$ cat src/rtl/cfg_snoop_pkg.sv
package cfg_snoop_pkg;

  // Configuration space offsets of the extension registers
  localparam logic [7:0]  ACCESS_CONTROL_OFS = 8'h40;
  localparam logic [7:0]  SNOOP_ZERO_OFS     = 8'h44;
  localparam logic [7:0]  SNOOP_ONE_OFS      = 8'h48;
  localparam logic [7:0]  STATUS_ALIAS_OFS   = 8'h4C;

  // Field positions in access_control
  localparam int          INIT_WE_BIT    = 0;
  localparam int          FIFO_WE_BIT    = 1;
  localparam int          REMAP_BIT      = 2;
  localparam int          SNP0_EN_BIT    = 4;
  localparam int          SNP0_IO_BIT    = 5;
  localparam int          SNP0_RD_BIT    = 6;
  localparam int          SNP1_EN_BIT    = 7;
  localparam int          SNP1_IO_BIT    = 8;
  localparam int          SNP1_RD_BIT    = 9;
  localparam int          OWNER_BIT      = 10;
  localparam int          ROLE_BIT       = 11;

  // Interleave enable position in init_register_one
  localparam int          INTERLEAVE_EN_BIT = 23;

  // Implemented bits of access_control; bit 3 and 31:12 read zero
  localparam logic [31:0] ACCESS_CONTROL_MASK  = 32'h00000FF7;
  localparam logic [31:0] ACCESS_CONTROL_RESET = 32'h00000000;
  localparam logic [31:0] SNOOP_RESET          = 32'h00000000;
  localparam logic [31:0] READ_ZERO            = 32'h00000000;

  // Memory matching ignores address bits 1:0
  localparam logic [31:0] MEM_ADDR_MASK = 32'hFFFFFFFC;
  localparam logic [31:0] IO_ADDR_MASK  = 32'hFFFFFFFF;

  // Initialisation register indices that may be remapped
  localparam logic [1:0]  INIT_INDEX_TWO   = 2'h2;
  localparam logic [1:0]  INIT_INDEX_THREE = 2'h3;

endpackage

$ cat src/rtl/snoop_comparator.sv
`timescale 1ns/1ns
module snoop_comparator
  import cfg_snoop_pkg::*;
(
  input  wire logic        enable_i,
  input  wire logic        match_io_i,
  input  wire logic        match_read_i,
  input  wire logic [31:0] snoop_addr_i,
  input  wire logic        cycle_valid_i,
  input  wire logic        cycle_is_io_i,
  input  wire logic        cycle_is_read_i,
  input  wire logic [31:0] cycle_addr_i,
  output logic             match_o
);

  logic [31:0] addr_mask;

  // Low address bits only count for I/O matching
  always_comb begin
    addr_mask = match_io_i ? IO_ADDR_MASK : MEM_ADDR_MASK;
    match_o   = enable_i && cycle_valid_i
              && (cycle_is_io_i == match_io_i)
              && (cycle_is_read_i == match_read_i)
              && ((cycle_addr_i & addr_mask)
                  == (snoop_addr_i & addr_mask));
  end

endmodule

$ cat src/rtl/pci_config_snoop_control.sv
`timescale 1ns/1ns
// Summary of operation
// - Bit 0 enables init register writes
// - Init writes dropped while bit 0 clear
// - Bit 1 enables host command FIFO writes
// - Bit 2 remaps init two, three
// - Bits 4-6 configure snoop comparator zero
// - Bits 7-9 configure snoop comparator one
// - Bit 10 picks interleave bus owner
// - Bit 11 sets own interleave role
// - Interleaved, drive bus when bits match
// - Matching snooped cycle sets passthrough pin
// - Snoop match never claims the cycle
// - Address 1:0 compared for I/O only
// - Snoop address registers read as zero
// - Status alias returns live status word
module pci_config_snoop_control
  import cfg_snoop_pkg::*;
(
  input  wire logic        clk_i,
  input  wire logic        reset_n_i,
  input  wire logic        cfg_write_i,
  input  wire logic        cfg_read_i,
  input  wire logic [7:0]  cfg_addr_i,
  input  wire logic [31:0] cfg_wdata_i,
  output logic [31:0]      cfg_rdata_o,
  output logic             cfg_rvalid_o,
  input  wire logic [31:0] status_word_i,
  input  wire logic [31:0] init_register_one_i,
  input  wire logic        init_access_i,
  input  wire logic        init_is_write_i,
  input  wire logic [1:0]  init_index_i,
  input  wire logic [31:0] init_wdata_i,
  output logic             init_write_o,
  output logic [1:0]       init_index_o,
  output logic [31:0]      init_wdata_o,
  output logic             remap_access_o,
  output logic             remap_sel_o,
  input  wire logic        fifo_push_i,
  output logic             fifo_push_o,
  output logic             fifo_write_enable_o,
  output logic             interleave_role_o,
  output logic             bus_drive_enable_o,
  input  wire logic        cycle_valid_i,
  input  wire logic        cycle_is_io_i,
  input  wire logic        cycle_is_read_i,
  input  wire logic [31:0] cycle_addr_i,
  output logic             pass_select_o
);

  logic [31:0] access_control;
  logic [31:0] snoop_address_zero;
  logic [31:0] snoop_address_one;
  logic [31:0] next_access_control;
  logic [31:0] next_snoop_address_zero;
  logic [31:0] next_snoop_address_one;
  logic [31:0] next_cfg_rdata;
  logic        next_cfg_rvalid;
  logic        next_init_write;
  logic [1:0]  next_init_index;
  logic [31:0] next_init_wdata;
  logic        next_remap_access;
  logic        next_remap_sel;
  logic        next_fifo_push;
  logic        next_bus_drive;
  logic        next_pass_select;
  logic        match_zero;
  logic        match_one;
  logic        remap_hit;

  // Snoop comparators only observe; nothing answers the cycle
  snoop_comparator u_snoop_zero (
    .enable_i        (access_control[SNP0_EN_BIT]),
    .match_io_i      (access_control[SNP0_IO_BIT]),
    .match_read_i    (access_control[SNP0_RD_BIT]),
    .snoop_addr_i    (snoop_address_zero),
    .cycle_valid_i   (cycle_valid_i),
    .cycle_is_io_i   (cycle_is_io_i),
    .cycle_is_read_i (cycle_is_read_i),
    .cycle_addr_i    (cycle_addr_i),
    .match_o         (match_zero)
  );

  snoop_comparator u_snoop_one (
    .enable_i        (access_control[SNP1_EN_BIT]),
    .match_io_i      (access_control[SNP1_IO_BIT]),
    .match_read_i    (access_control[SNP1_RD_BIT]),
    .snoop_addr_i    (snoop_address_one),
    .cycle_valid_i   (cycle_valid_i),
    .cycle_is_io_i   (cycle_is_io_i),
    .cycle_is_read_i (cycle_is_read_i),
    .cycle_addr_i    (cycle_addr_i),
    .match_o         (match_one)
  );

  // Configuration register writes and reads
  always_comb begin
    next_access_control     = access_control;
    next_snoop_address_zero = snoop_address_zero;
    next_snoop_address_one  = snoop_address_one;
    next_cfg_rvalid         = cfg_read_i;
    next_cfg_rdata          = READ_ZERO;
    if (cfg_write_i) begin
      case (cfg_addr_i)
        ACCESS_CONTROL_OFS: begin
          next_access_control = cfg_wdata_i & ACCESS_CONTROL_MASK;
        end
        SNOOP_ZERO_OFS:     next_snoop_address_zero = cfg_wdata_i;
        SNOOP_ONE_OFS:      next_snoop_address_one  = cfg_wdata_i;
        default:            ;
      endcase
    end
    if (cfg_read_i) begin
      case (cfg_addr_i)
        ACCESS_CONTROL_OFS: next_cfg_rdata = access_control;
        SNOOP_ZERO_OFS:     next_cfg_rdata = READ_ZERO;
        SNOOP_ONE_OFS:      next_cfg_rdata = READ_ZERO;
        STATUS_ALIAS_OFS:   next_cfg_rdata = status_word_i;
        default:            next_cfg_rdata = READ_ZERO;
      endcase
    end
  end

  // Register file state
  always_ff @(posedge clk_i) begin
    if (!reset_n_i) begin
      access_control     <= ACCESS_CONTROL_RESET;
      snoop_address_zero <= SNOOP_RESET;
      snoop_address_one  <= SNOOP_RESET;
      cfg_rdata_o        <= READ_ZERO;
      cfg_rvalid_o       <= 1'b0;
    end else begin
      access_control     <= next_access_control;
      snoop_address_zero <= next_snoop_address_zero;
      snoop_address_one  <= next_snoop_address_one;
      cfg_rdata_o        <= next_cfg_rdata;
      cfg_rvalid_o       <= next_cfg_rvalid;
    end
  end

  // Init register gating, remap steering and FIFO gating
  always_comb begin
    remap_hit = access_control[REMAP_BIT]
              && (init_index_i == INIT_INDEX_TWO
                  || init_index_i == INIT_INDEX_THREE);
    next_remap_access = init_access_i && remap_hit;
    next_remap_sel    = (init_index_i == INIT_INDEX_THREE);
    next_init_write   = init_access_i && init_is_write_i && !remap_hit
                      && access_control[INIT_WE_BIT];
    next_init_index   = init_index_i;
    next_init_wdata   = init_wdata_i;
    next_fifo_push    = fifo_push_i
                      && access_control[FIFO_WE_BIT];
    // Interleaved, drive only when owner choice equals own role; always drive otherwise
    next_bus_drive    = !init_register_one_i[INTERLEAVE_EN_BIT]
                      || (access_control[ROLE_BIT]
                          == access_control[OWNER_BIT]);
    // Passthrough select is sticky until reset
    next_pass_select  = pass_select_o || match_zero
                      || match_one;
  end

  // Output stage; snoop result touches no bus response
  always_ff @(posedge clk_i) begin
    if (!reset_n_i) begin
      init_write_o        <= 1'b0;
      init_index_o        <= 2'h0;
      init_wdata_o        <= 32'h00000000;
      remap_access_o      <= 1'b0;
      remap_sel_o         <= 1'b0;
      fifo_push_o         <= 1'b0;
      fifo_write_enable_o <= 1'b0;
      interleave_role_o   <= 1'b0;
      bus_drive_enable_o  <= 1'b1;
      pass_select_o       <= 1'b0;
    end else begin
      init_write_o        <= next_init_write;
      init_index_o        <= next_init_index;
      init_wdata_o        <= next_init_wdata;
      remap_access_o      <= next_remap_access;
      remap_sel_o         <= next_remap_sel;
      fifo_push_o         <= next_fifo_push;
      fifo_write_enable_o <= access_control[FIFO_WE_BIT];
      interleave_role_o   <= access_control[ROLE_BIT];
      bus_drive_enable_o  <= next_bus_drive;
      pass_select_o       <= next_pass_select;
    end
  end
endmodule

$ cat config.mk
export PLATFORM = sky130hd
export DESIGN_NAME = pci_config_snoop_control
export DESIGN_NICKNAME = d
export VERILOG_FILES = /design/src/rtl/cfg_snoop_pkg.sv /design/src/rtl/snoop_comparator.sv /design/src/rtl/pci_config_snoop_control.sv
export SDC_FILE = /design/constraint.sdc
export NUM_CORES = 1
export LEC_CHECK = 0
export ABC_AREA = 1
export BUFFER_PORTS_ARGS = -buffer_cell sky130_fd_sc_hd__clkbuf_2
export CAP_MARGIN = 20
export CORE_MARGIN = 5
export CORE_UTILIZATION = 45
export CTS_BUF_LIST = sky130_fd_sc_hd__clkbuf_4
export DETAILED_ROUTE_END_ITERATION = 6
export GPL_TIMING_DRIVEN = 0
export PLACE_DENSITY = 0.76
export SLEW_MARGIN = 10
export SYNTH_ARGS = -nofsm -noshare
export SYNTH_HDL_FRONTEND = slang
export SYNTH_SLANG_ARGS = --single-unit
export TNS_END_PERCENT = 100
$ cat constraint.sdc
create_clock -name clk_i -period 1.7 [get_ports clk_i]
set_clock_uncertainty 0.05 [all_clocks]
set_input_delay 0.17 -clock clk_i [delete_from_list [all_inputs] [get_ports clk_i]]
set_output_delay 0.17 -clock clk_i [all_outputs]
set_load 0.05 [all_outputs]
==> summary.txt, run 1 <==
Synthesis
  • Total nets after synthesis: 999
  • Post-synth EDFFs: 0
  • Proportion of synthesized chip area in sequential cells: 50.2%
  • Post-synth cell types: 28
  • Dominant synthesized flop cell: dfxtp_1
  • Synth Instances: 819
  • Share of flip-flops with an asynchronous set or reset: 0%
  • Number of synthesized register bits: 150
  • Synthesized cell area: 0.00598 mm2
  • Ys Warns: 0
  • Avg Inst Size Synth: 7.31 um2

Routing
  • Routed WL per cell: around 16 um
  • DRT Wirelength: between 20 and 25 mm
  • Number of remaining DRC errors: 0
  • DR pass1 iterations: 5
  • Routed vias: 6650
  • DRT antenna net count: 0
  • Via density: 4.90
  • DR iter-0 viols: roughly 560

Die
  • Total core area: 0.0131 mm2
  • Die Wd: between 100 and 150 um
  • Die height: 125 um
  • DIE AREA: 0.0157 mm2
  • Initial core utilization: 45.5%
  • # IOs: 255
  • Rows: 42

Layout
  • Area delta synth->final: 45.4%
  • NumNets Final: 1348
  • Final std cells w/o fill: between 1000 and 1500
  • Share of cells above drive strength 1: 23.2%
  • Final core area utilization: between 60 and 70%

Run
  • Max-cap viol count: 0

Global routing
  • First-pass GRT wire length: 33.2 mm
  • Largest net degree at the start of global routing: 17
  • Gr usage total: 26.7%
  • Vias in the first global route: 6678
  • Grt ovf: 0
  • Initial antenna violation count: 2

Setup path
  • CP startpoint kind: primary input
  • Setup CP Type: in2reg
  • CP bufs+invs: 4
  • Critical path's most frequent cell: dlygate4sd3_1
  • Slowest stage delay, CP: between 0.5 and 0.6 ns
  • CP top delay family: buffers and inverters
  • Crit-path max FO: 1
  • Slowest CP cell: dlygate4sd3_1
  • CP Capture Type: flop
  • Worst Path Required: 2.17 ns
  • Critical Path AT: 2.07 ns
  • CP Cell Sequence: dlygate4sd3_1, clkbuf_2, nand2_1, dlygate4sd3_1, nor2_1, dlygate4sd3_1

STA
  • Setup TNS: 0 ns
  • Tcrit/Tclk final: 94.1%
  • Min cycle time layout: roughly 1.6 ns
  • FMAX: 0.625 GHz
  • RSZ-0062 raised after global routing: no
  • Slew Viols, Final: 0
  • Tightest Pin Transition: approximately 0.6 ns
  • Rel. slew slack: 59.2%
  • Count of final setup violators: 0
  • Final Hold Vio Count: 0

Clock network
  • Clock Sinks: 150
  • CTS root buf: clkbuf_4
  • Clock transition at path regs: 0.13 ns
  • CTS max path bufs: 2
  • Clk_lat worst skew: 0.58 ns
  • CTS H-tree depth: 4
  • Number of buffers created by CTS: 17
  • CTS tree: yes

Hold path
  • Hold Crit Class: in2reg

Outcome
  • Status: finished, final reports clean

Pwr
  • Pleak: 0.00421 uW
  • Power per Cell Area: 798 mW/mm2
  • Peak supply drop: 0.712 mV

Place
  • Placer Congestion: slightly above 0.9
  • Port Buffers: 223
  • Placed Cells: 1218
  • Post-DP HPWL: 14.8 mm
## state kept, by name, summed over array words and instances (netlist names)
name,count
fifo_push_o,1
remap_sel_o,1
pass_select_o,1
cfg_rdata_o,32
init_index_o,2
access_control,11
remap_access_o,1
init_write_o,1
init_wdata_o,32
fifo_write_enable_o,1
cfg_rvalid_o,1
interleave_role_o,1
bus_drive_enable_o,1
snoop_address_one,32
snoop_address_zero,32
## routing by layer
metal,up-vias,share of wire [%],track usage (%)
li1,3269,-,-
met1,3001,39,31.3
met2,296,49,45.2
met3,84,8.0,7.51
met4,0,4.1,12.9
met5,-,0,0
## where the power goes
| group | switching (uW) | total [uW] | internal [uW] |
|---|---|---|---|
| combinational | 541 | 939 | 398 |
| clock | 1260 | 2430 | 1170 |
| sequential | 14.4 | 3580 | 3560 |
## worst paths after layout
path	startpoint	end	slack (ns)	cells after the start
worst max-delay path	status_word_i[3]	cfg_rdata_o[3]$_SDFF_PN0_	0.1	6
worst min register to register	snoop_address_one[18]$_SDFFE_PN0P_	snoop_address_one[18]$_SDFFE_PN0P_	0.42	2
worst min-delay path	cfg_write_i	access_control[11]$_SDFFE_PN0P_	0.02	4
worst max register to register	access_control[8]$_SDFFE_PN0P_	pass_select_o$_SDFF_PN0_	0.27	10
## timing repair
item,in CTS,in global routing
setup buffers,0,0
gates resized for setup,0,1
endpoints found under the hold margin,146,0
setup endpoints to repair,0,1
hold buffers,107,0
## logic make-up (layout without fill, tap and decap cells)
logic type,after synthesis,count (layout),share of synthesized area (%)
AO/OA/AOI/OAI,175,175,14.8
XOR/XNOR,11,11,1.61
flip-flops,150,150,50.2
AND/OR/NAND/NOR,322,322,22.2
other,0,2,0
buffers and inverters,161,521,11.2
## cell type report
| type | count | area [um2] |
|---|---|---|
| diodes | 2 | 5.00 |
| plain buffers | 36 | 199 |
| clock buffers | 19 | 143 |
| clock inverters | 11 | 159 |
| fillers | 1125 | 4440 |
| inverters | 125 | 469 |
| multi-input cells | 508 | 2310 |
| flip-flops and latches | 150 | 3000 |
| well taps | 176 | 220 |
| repair buffers | 330 | 2190 |
## tightest hold or removal path: stages
cell,delay [ns]
clkbuf_2,0.12
nand3_2,0.12
o21ai_0,0.08
a21oi_1,0.12
## cell usage after synthesis, types with 2 or more instances
library cell / n / area [um2]
a21oi_1: 71 / 355
buf_1: 2 / 7.51
buf_2: 5 / 25.0
buf_6: 7 / 78.8
clkbuf_1: 20 / 75.1
dfxtp_1: 150 / 3000
inv_1: 124 / 465
nand2_1: 170 / 638
nand3_1: 22 / 110
nand4_1: 14 / 87.6
nor2_1: 106 / 398
nor3_1: 3 / 15.0
o21ai_0: 62 / 310
o21ai_1: 36 / 180
o21bai_1: 2 / 15.0
o22ai_1: 4 / 25.0
xnor2_1: 8 / 70.1
xor2_1: 3 / 26.3
## metrics by stage
step                instance area (um2)  worst slack [ns]  total power, uW  hold WS (ns)
floorplan                          5980             0.331             4040         0.213
global placement                   7320           -0.0598             4370         0.301
detailed placement                 7320            -0.129             4380         0.305
CTS                                8690             0.152             6920       0.00280
global route                       8700            0.0746             7190        0.0306
finish                             8700            0.0998             6940        0.0215
## cell usage in the layout (no fill, tap or decap), types with 2 or more instances in the layout
cell type      Yosys  routed
a21oi_1           71      71
buf_1              2       2
buf_2              5       5
buf_6              7       7
bufinv_16          0       4
clkbuf_1          20      20
clkbuf_2           1     224
clkbuf_4           0      19
clkinv_1           0       2
clkinv_2           0       3
dfxtp_1          150     149
diode_2            0       2
dlygate4sd3_1      0     107
inv_1            124     124
nand2_1          170     170
nand3_1           22      22
nand4_1           14      14
nor2_1           106     106
nor3_1             3       3
o21ai_0           62      62
o21ai_1           36      36
o21bai_1           2       2
o22ai_1            4       4
xnor2_1            8       8
xor2_1             3       3
Note: power is estimated with default switching activity, not from simulation.
==> run 2: changes to the inputs <==
--- a/config.mk
+++ b/config.mk
@@ -10,4 +10,6 @@
 export CAP_MARGIN = 20
+export CELL_PAD_IN_SITES_DETAIL_PLACEMENT = 1
+export CELL_PAD_IN_SITES_GLOBAL_PLACEMENT = 1
 export CORE_MARGIN = 5
-export CORE_UTILIZATION = 45
+export CORE_UTILIZATION = 34
 export CTS_BUF_LIST = sky130_fd_sc_hd__clkbuf_4
@@ -15,3 +17,3 @@
 export GPL_TIMING_DRIVEN = 0
-export PLACE_DENSITY = 0.76
+export PLACE_DENSITY_LB_ADDON = 0.1
 export SLEW_MARGIN = 10
==> constraint.sdc (replaced) <==
create_clock -name clk_i -period 1.7 [get_ports clk_i]
set_clock_uncertainty 0.05 [all_clocks]
set_input_delay 0.085 -clock clk_i [delete_from_list [all_inputs] [get_ports clk_i]]
set_output_delay 0.085 -clock clk_i [all_outputs]
set_load 0.05 [all_outputs]
==> run 2 against run 1 <==
  * Final cell count increased by 4.7%
  * Global-route usage decreased by 3.4 points
  * Worst setup slack got worse by 0.059 ns
  * Flip-flop and latch count unchanged
  * Worst hold slack improved by 0.058 ns
  * Utilization decreased by 15 points
  * Sequential power about the same
  * Largest cell class unchanged
==> summary.txt, run 2 (synthesized netlist as in run 1, its figures left out) <==
STA
  • Count of final setup violators: 0 (unchanged)
  • FMAX: 0.603 GHz (was 0.625 GHz)
  • Tightest Pin Transition: 0.729 ns (was 0.612 ns)
  • Slew Viols, Final: 0 (unchanged)
  • Min cycle time layout: 1.66 ns (was 1.60 ns)
  • Rel. slew slack: 51.4% (was 59.2%)
  • Final Hold Vio Count: 0 (unchanged)
  • Min Hold Slack: 0.0794 ns (was 0.0215 ns)
  • Tcrit/Tclk final: 97.6% (was 94.1%)

Hold path
  • Hold Crit Class: in2reg (unchanged)

Routing
  • DR iter-0 viols: 223 (was 561)
  • Routed WL per cell: 16.6 um (was 15.7 um)
  • DRT antenna net count: 0 (unchanged)
  • Via density: 4.62 (was 4.90)
  • Number of remaining DRC errors: 0 (unchanged)
  • DR pass1 iterations: 4 (was 5)
  • Routed vias: 6567 (was 6650)
  • DRT Wirelength: 23.6 mm (was 21.3 mm)

Pwr
  • Combinational Power Share: 13.7% (was 13.5%)
  • Sequential power share: 51.5% (about the same)
  • Pleak: 0.00429 uW (was 0.00421 uW)
  • Switching Share: 27.8% (was 26.1%)
  • Int Power: 5020 uW (was 5130 uW)
  • Total net switching power: 1930 uW (was 1810 uW)
  • Clk pwr share: 34.8% (was 35.0%)
  • Power per Cell Area: 781 mW/mm2 (was 798 mW/mm2)
  • Peak supply drop: 0.468 mV (was 0.712 mV)

Place
  • Placed cell area: 0.00738 mm2 (was 0.00732 mm2)
  • Port Buffers: 223 (unchanged)
  • Post-DP HPWL: 16.8 mm (was 14.8 mm)
  • Placer Congestion: 0.826 (was 0.925)

Layout
  • Fill cell count: 2197 (was 1125)
  • Area delta synth->final: 48.8% (was 45.4%)
  • Most frequent cells in the layout: clkbuf_2 (224), nand2_1 (170), dfxtp_1 (150), inv_1 (124), dlygate4sd3_1 (120) (was clkbuf_2 (224), nand2_1 (170), dfxtp_1 (149), inv_1 (124), dlygate4sd3_1 (107))
  • Most common cell after layout, fill and taps aside: clkbuf_2 (unchanged)
  • NumNets Final: 1362 (was 1348)
  • Share of cells above drive strength 1: 23.1% (was 23.2%)
  • Final instance area: 0.00890 mm2 (was 0.00870 mm2)

Clock network
  • Clock Sinks: 150 (unchanged)
  • CTS H-tree depth: 4 (unchanged)
  • Clock transition at path regs: 0.12 ns (was 0.13 ns)
  • Clk_lat worst skew: 0.54 ns (was 0.58 ns)
  • CTS max path bufs: 2 (unchanged)
  • CTS tree: yes (unchanged)
  • Number of buffers created by CTS: 17 (unchanged)
  • CTS root buf: clkbuf_4 (unchanged)

Die
  • Die Wd: 143 um (was 125 um)
  • Initial core utilization: 34.6% (was 45.5%)
  • DIE AREA: 0.0204 mm2 (was 0.0157 mm2)
  • # IOs: 255 (unchanged)
  • Rows: 48 (was 42)
  • Die height: 143 um (was 125 um)
  • Total core area: 0.0173 mm2 (was 0.0131 mm2)

Outcome
  • Status: finished, final reports clean (unchanged)

Setup path
  • Slowest stage delay, CP: 0.57 ns (about the same)
  • Slowest CP cell: dlygate4sd3_1 (unchanged)
  • Critical path's most frequent cell: dlygate4sd3_1 (unchanged)
  • Crit-path max FO: 1 (unchanged)
  • Critical Path AT: 2.09 ns (was 2.07 ns)
  • CP Capture Type: flop (unchanged)
  • Setup CP Type: in2reg (unchanged)
  • CP Cell Sequence: dlygate4sd3_1, clkbuf_2, nand4_1, dlygate4sd3_1, a21oi_1, dlygate4sd3_1 (was dlygate4sd3_1, clkbuf_2, nand2_1, dlygate4sd3_1, nor2_1, dlygate4sd3_1)
  • CP startpoint kind: primary input (unchanged)
  • Worst Path Required: 2.13 ns (was 2.17 ns)

Run
  • Max-cap viol count: 0 (unchanged)

Global routing
  • First-pass GRT wire length: 36.8 mm (was 33.2 mm)
  • Gr usage total: 23.3% (was 26.7%)
  • Vias in the first global route: 7062 (was 6678)
  • Largest net degree at the start of global routing: 17 (unchanged)
  • Initial antenna violation count: 1 (was 2)
  • Grt ovf: 0 (unchanged)
[run 2: worst paths after layout]
path / startpoint / to / slack [ns] / depth (start not counted)
setup / recovery: status_word_i[0] / cfg_rdata_o[0]$_SDFF_PN0_ / 0.04 / 6
hold reg to reg: snoop_address_one[15]$_SDFFE_PN0P_ / snoop_address_one[15]$_SDFFE_PN0P_ / 0.43 / 2
hold / removal: cycle_addr_i[21] / pass_select_o$_SDFF_PN0_ / 0.08 / 8
setup reg to reg: access_control[8]$_SDFFE_PN0P_ / cfg_rdata_o[8]$_SDFF_PN0_ / 0.24 / 3
[run 2: critical path: cells and delay by family]
family                 cells  cell delay, ns
buffers and inverters      4            1.77
AOI/OAI and AO/OA          1            0.13
and+or+nand+nor            1            0.10
[run 2: final cells by class]
cell class / count / area (um2) / area share [%]
clock buffers: 18 / 135 / 1.52
inverters: 125 / 469 / 5.27
plain buffers: 36 / 199 / 2.23
well taps: 225 / 282 / 3.16
repair buffers: 344 / 2320 / 26.1
multi-input cells: 508 / 2310 / 26.0
flip-flops and latches: 150 / 3000 / 33.7
diodes: 1 / 2.50 / 0.0281
clock inverters: 14 / 175 / 1.97
[run 2: layer usage]
metal  global-route usage [%]  up-vias  wire length, um
li1                         -     3286                -
met1                     28.2     3043             9710
met2                     40.8      218            11800
met3                     6.60       20             1790
met4                     6.05        0              384
met5                        0        -                0
[run 2: what timing repair did]
action,in CTS,in global routing
endpoints found under the setup margin,0,1
endpoints found under the hold margin,146,0
hold buffers,120,0
setup buffers,0,1
gates resized for setup,0,0
[run 2: per-stage QoR]
| step | utilization, % | total power, uW | cells | worst slack, ns | TNS [ns] |
|---|---|---|---|---|---|
| finish | 51.5 | 6950 | 1421 | 0.0405 | 0 |
| global route | 51.5 | 7310 | 1421 | -0.00381 | -0.00381 |
| CTS | 51.4 | 7040 | 1419 | 0.139 | 0 |
| detailed placement | 42.7 | 4400 | 1267 | -0.120 | -2.10 |
| global placement | 42.7 | 4390 | 1267 | -0.0782 | -1.04 |
| floorplan | - | 4040 | 819 | 0.416 | 0 |
[run 2: power by group through the flow]
stage / Clock [uW] / Combinational (uW) / Sequential (uW)
floorplan: 0 / 220 / 3820
global placement: 0 / 734 / 3650
detailed placement: 0 / 740 / 3660
CTS: 2530 / 935 / 3580
global route: 2690 / 1030 / 3590
finish: 2420 / 949 / 3580
==> run 3: changes to the inputs <==
CORE_UTILIZATION = 31   (was 34)
HOLD_SLACK_MARGIN = 0.1   (was default)
clock period = 1.47 ns   (was 1.7 ns; I/O delays follow)
==> run 3 against run 2 <==
  * The flow now finishes with violations (negative setup slack)
  * Final cell count rose by 5.9%
  * Combinational power increased by 24%
  * Final area up 6.2%
  * Routed wire length rose by 7.1%
  * Worst hold slack worse by 0.014 ns
  * Clock-buffer cell count unchanged
  * Clock power grew 13%
  * Critical path type unchanged
  * Critical endpoint is now snoop_address_one[2]$_SDFFE_PN0P_
==> summary.txt, run 3 (synthesized netlist as in run 1, its figures left out) <==
Outcome
  • Status: finished, violations left (was finished, final reports clean)
  • Failing checks: negative setup slack

Routing
  • Routed WL per cell: 16.8 um (was 16.6 um)
  • DR pass1 iterations: 4 (unchanged)
  • Routed vias: 6772 (was 6567)
  • Via density: 4.50 (was 4.62)
  • DR iter-0 viols: 277 (was 223)
  • Number of remaining DRC errors: 0 (unchanged)
  • DRT antenna net count: 0 (unchanged)
  • DRT Wirelength: 25.3 mm (was 23.6 mm)

Pwr
  • Pleak: 0.00441 uW (was 0.00429 uW)
  • Peak supply drop: 0.453 mV (was 0.468 mV)
  • Combinational Power Share: 14.7% (was 13.7%)
  • Clk pwr share: 33.9% (was 34.8%)
  • Total net switching power: 2370 uW (was 1930 uW)
  • Switching Share: 29.4% (was 27.8%)
  • Sequential power share: 51.4% (was 51.5%)
  • Total Power: 8050 uW (was 6950 uW)
  • Int Power: 5680 uW (was 5020 uW)
  • Power per Cell Area: 852 mW/mm2 (was 781 mW/mm2)

Die
  • Die height: 149 um (was 143 um)
  • # IOs: 255 (unchanged)
  • Die Wd: 149 um (was 143 um)
  • Total core area: 0.0188 mm2 (was 0.0173 mm2)
  • Initial core utilization: 31.8% (was 34.6%)
  • DIE AREA: 0.0222 mm2 (was 0.0204 mm2)
  • Rows: 50 (was 48)

Clock network
  • Clock transition at path regs: 0.15 ns (was 0.12 ns)
  • Number of buffers created by CTS: 17 (unchanged)
  • CTS max path bufs: 2 (unchanged)
  • CTS tree: yes (unchanged)
  • CTS H-tree depth: 4 (unchanged)
  • Clk_lat worst skew: 0.55 ns (was 0.54 ns)
  • CTS root buf: clkbuf_4 (unchanged)
  • Clock Sinks: 150 (unchanged)

Layout
  • Share of cells above drive strength 1: 24.9% (was 23.1%)
  • Most common cell after layout, fill and taps aside: clkbuf_2 (unchanged)
  • NumNets Final: 1411 (was 1362)
  • Most frequent cells in the layout: clkbuf_2 (224), nand2_1 (166), dlygate4sd3_1 (158), dfxtp_1 (140), inv_1 (123) (was clkbuf_2 (224), nand2_1 (170), dfxtp_1 (150), inv_1 (124), dlygate4sd3_1 (120))
  • Area delta synth->final: 58.0% (was 48.8%)
  • Final instance area: 0.00946 mm2 (was 0.00890 mm2)

Place
  • Placer Congestion: 0.804 (was 0.826)
  • Post-DP HPWL: 17.2 mm (was 16.8 mm)
  • Port Buffers: 223 (unchanged)
  • Placed cell area: 0.00742 mm2 (was 0.00738 mm2)

Setup path
  • Critical path launch point: cfg_addr_i[5] (was status_word_i[0])
  • Worst Path Required: 1.88 ns (was 2.13 ns)
  • CP startpoint kind: primary input (unchanged)
  • CP Depth: 10 (was 6)
  • Slowest CP cell: dlygate4sd3_1 (unchanged)
  • Critical path's most frequent cell: buf_4 (was dlygate4sd3_1)
  • Worst reg-to-reg path cell count: 4 (was 3)
  • CP bufs+invs: 4 (unchanged)
  • Reg-to-Reg Start: access_control[8]$_SDFFE_PN0P_ (unchanged)
  • Crit-path max FO: 5 (was 1)
  • Setup CP Type: in2reg (unchanged)
  • Critical Path AT: 1.89 ns (was 2.09 ns)
  • CP top delay family: buffers and inverters (unchanged)
  • CP Capture Type: flop (unchanged)
  • Worst reg-to-reg setup slack: 0.05 ns (was 0.24 ns)
  • CP Capture Point: snoop_address_one[2]$_SDFFE_PN0P_ (was cfg_rdata_o[0]$_SDFF_PN0_)
  • Reg2reg end: cfg_rdata_o[8]$_SDFF_PN0_ (unchanged)
  • Slowest stage delay, CP: 0.55 ns (was 0.57 ns)
  • CP Cell Sequence: clkbuf_2, nor2_1, nand3b_1, nor4_4, buf_4, buf_4, nand3_4, o21ai_2, dlygate4sd3_1, a21oi_1 (was dlygate4sd3_1, clkbuf_2, nand4_1, dlygate4sd3_1, a21oi_1, dlygate4sd3_1)

STA
  • Tightest Pin Transition: 0.750 ns (was 0.729 ns)
  • Count of final setup violators: 2 (was 0)
  • FMAX: about 0.67 GHz
  • Min cycle time layout: 1.49 ns
  • Slew Viols, Final: 0 (unchanged)
  • Final Hold Vio Count: 0 (unchanged)
  • Rel. slew slack: 50.0% (was 51.4%)
  • RSZ-0062 raised after global routing: yes
  • Worst Setup Slack, final: -0.0192 ns (was 0.0405 ns)
  • Tcrit/Tclk final: 101%

Global routing
  • Grt ovf: 0 (unchanged)
  • Largest net degree at the start of global routing: 17 (unchanged)
  • First-pass GRT wire length: 38.8 mm (was 36.8 mm)
  • Initial antenna violation count: 3 (was 1)
  • Gr usage total: 22.4% (was 23.3%)
  • Vias in the first global route: 7282 (was 7062)

Hold path
  • Hold Crit Class: in2reg (unchanged)

Run
  • Max-cap viol count: 0 (unchanged)
-- run 3: cell types whose count changed in the layout (fill, tap and decap cells not counted), moves of 6 or more --
cell,change
dlygate4sd3_1,+38
o21ai_1,+6
dfxtp_2,+9
o21ai_0,-7
dfxtp_1,-10
buf_4,+9
-- run 3: per-stage QoR --
step	setup TNS, ns	setup WS [ns]	hold slack (ns)	utilization [%]	instances
2_1_floorplan	0	0.198	0.117	-	819
3_3_place_gp	-15.89	-0.307	0.204	39.4	1302
3_5_place_dp	-18.41	-0.321	0.210	39.4	1302
4_1_cts	0	0.00528	0.0284	49.2	1488
5_1_grt	-0.0666	-0.0273	0.0454	50.2	1505
6_report	-0.0364	-0.0192	0.0650	50.2	1505
-- run 3: tightest hold or removal path: stages --
cell and delay (ns):
clkbuf_2 0.11, nor4_4 0.05, buf_2 0.19, nand3_1 0.12, a21oi_1 0.09
-- run 3: layout make-up --
cell class,count,area (um2)
Fill cell,2417,9380
Sequential cell,150,3020
Timing Repair Buffer,392,2790
Multi-Input combinational cell,509,2360
Inverter,125,469
Tap cell,260,325
Buffer,36,210
Clock inverter,13,150
Clock buffer,18,135
Antenna cell,2,5.00
-- run 3: per-layer routing --
layer | GRT usage [%] | share of wire (%) | vias to the layer above
li1 | - | - | 3398
met4 | 5.13 | 1.9 | 2
met1 | 27.9 | 44 | 3152
met2 | 39.0 | 49 | 182
met3 | 5.83 | 5.1 | 38
met5 | 0 | 0.079 | -
-- run 3: repair_timing --
| item | 4_1_cts | 5_1_grt |
|---|---|---|
| hold buffers | 155 | 7 |
| setup buffers | 0 | 10 |
| resized for setup | 1 | 40 |
| setup endpoints to repair | 1 | 35 |
| endpoints found under the hold margin | 148 | 7 |
| pin swaps | 0 | 16 |
| cloned | 0 | 1 |
-- run 3: worst min path at each step --
stage	startpoint	endpoint	slack, ns	depth (start not counted)
floorplan	init_index_i[0]	init_index_o[0]$_SDFF_PN0_	0.12	2
global placement	init_wdata_i[12]	init_wdata_o[12]$_SDFF_PN0_	0.20	3
detailed placement	init_wdata_i[27]	init_wdata_o[27]$_SDFF_PN0_	0.21	3
CTS	cfg_addr_i[2]	snoop_address_one[0]$_SDFFE_PN0P_	0.03	5
global route	cfg_addr_i[0]	cfg_rdata_o[6]$_SDFF_PN0_	0.05	5
finish	cfg_addr_i[2]	cfg_rdata_o[6]$_SDFF_PN0_	0.06	5
-- run 3: power by group through the flow --
stage                     logic, uW  clock network (uW)  registers (uW)
after CTS                      1150                2790            4140
after floorplan                 255                   0            4420
final                          1180                2730            4140
after detailed placement        861                   0            4230
after global routing           1280                3020            4150
after global placement          854                   0            4230
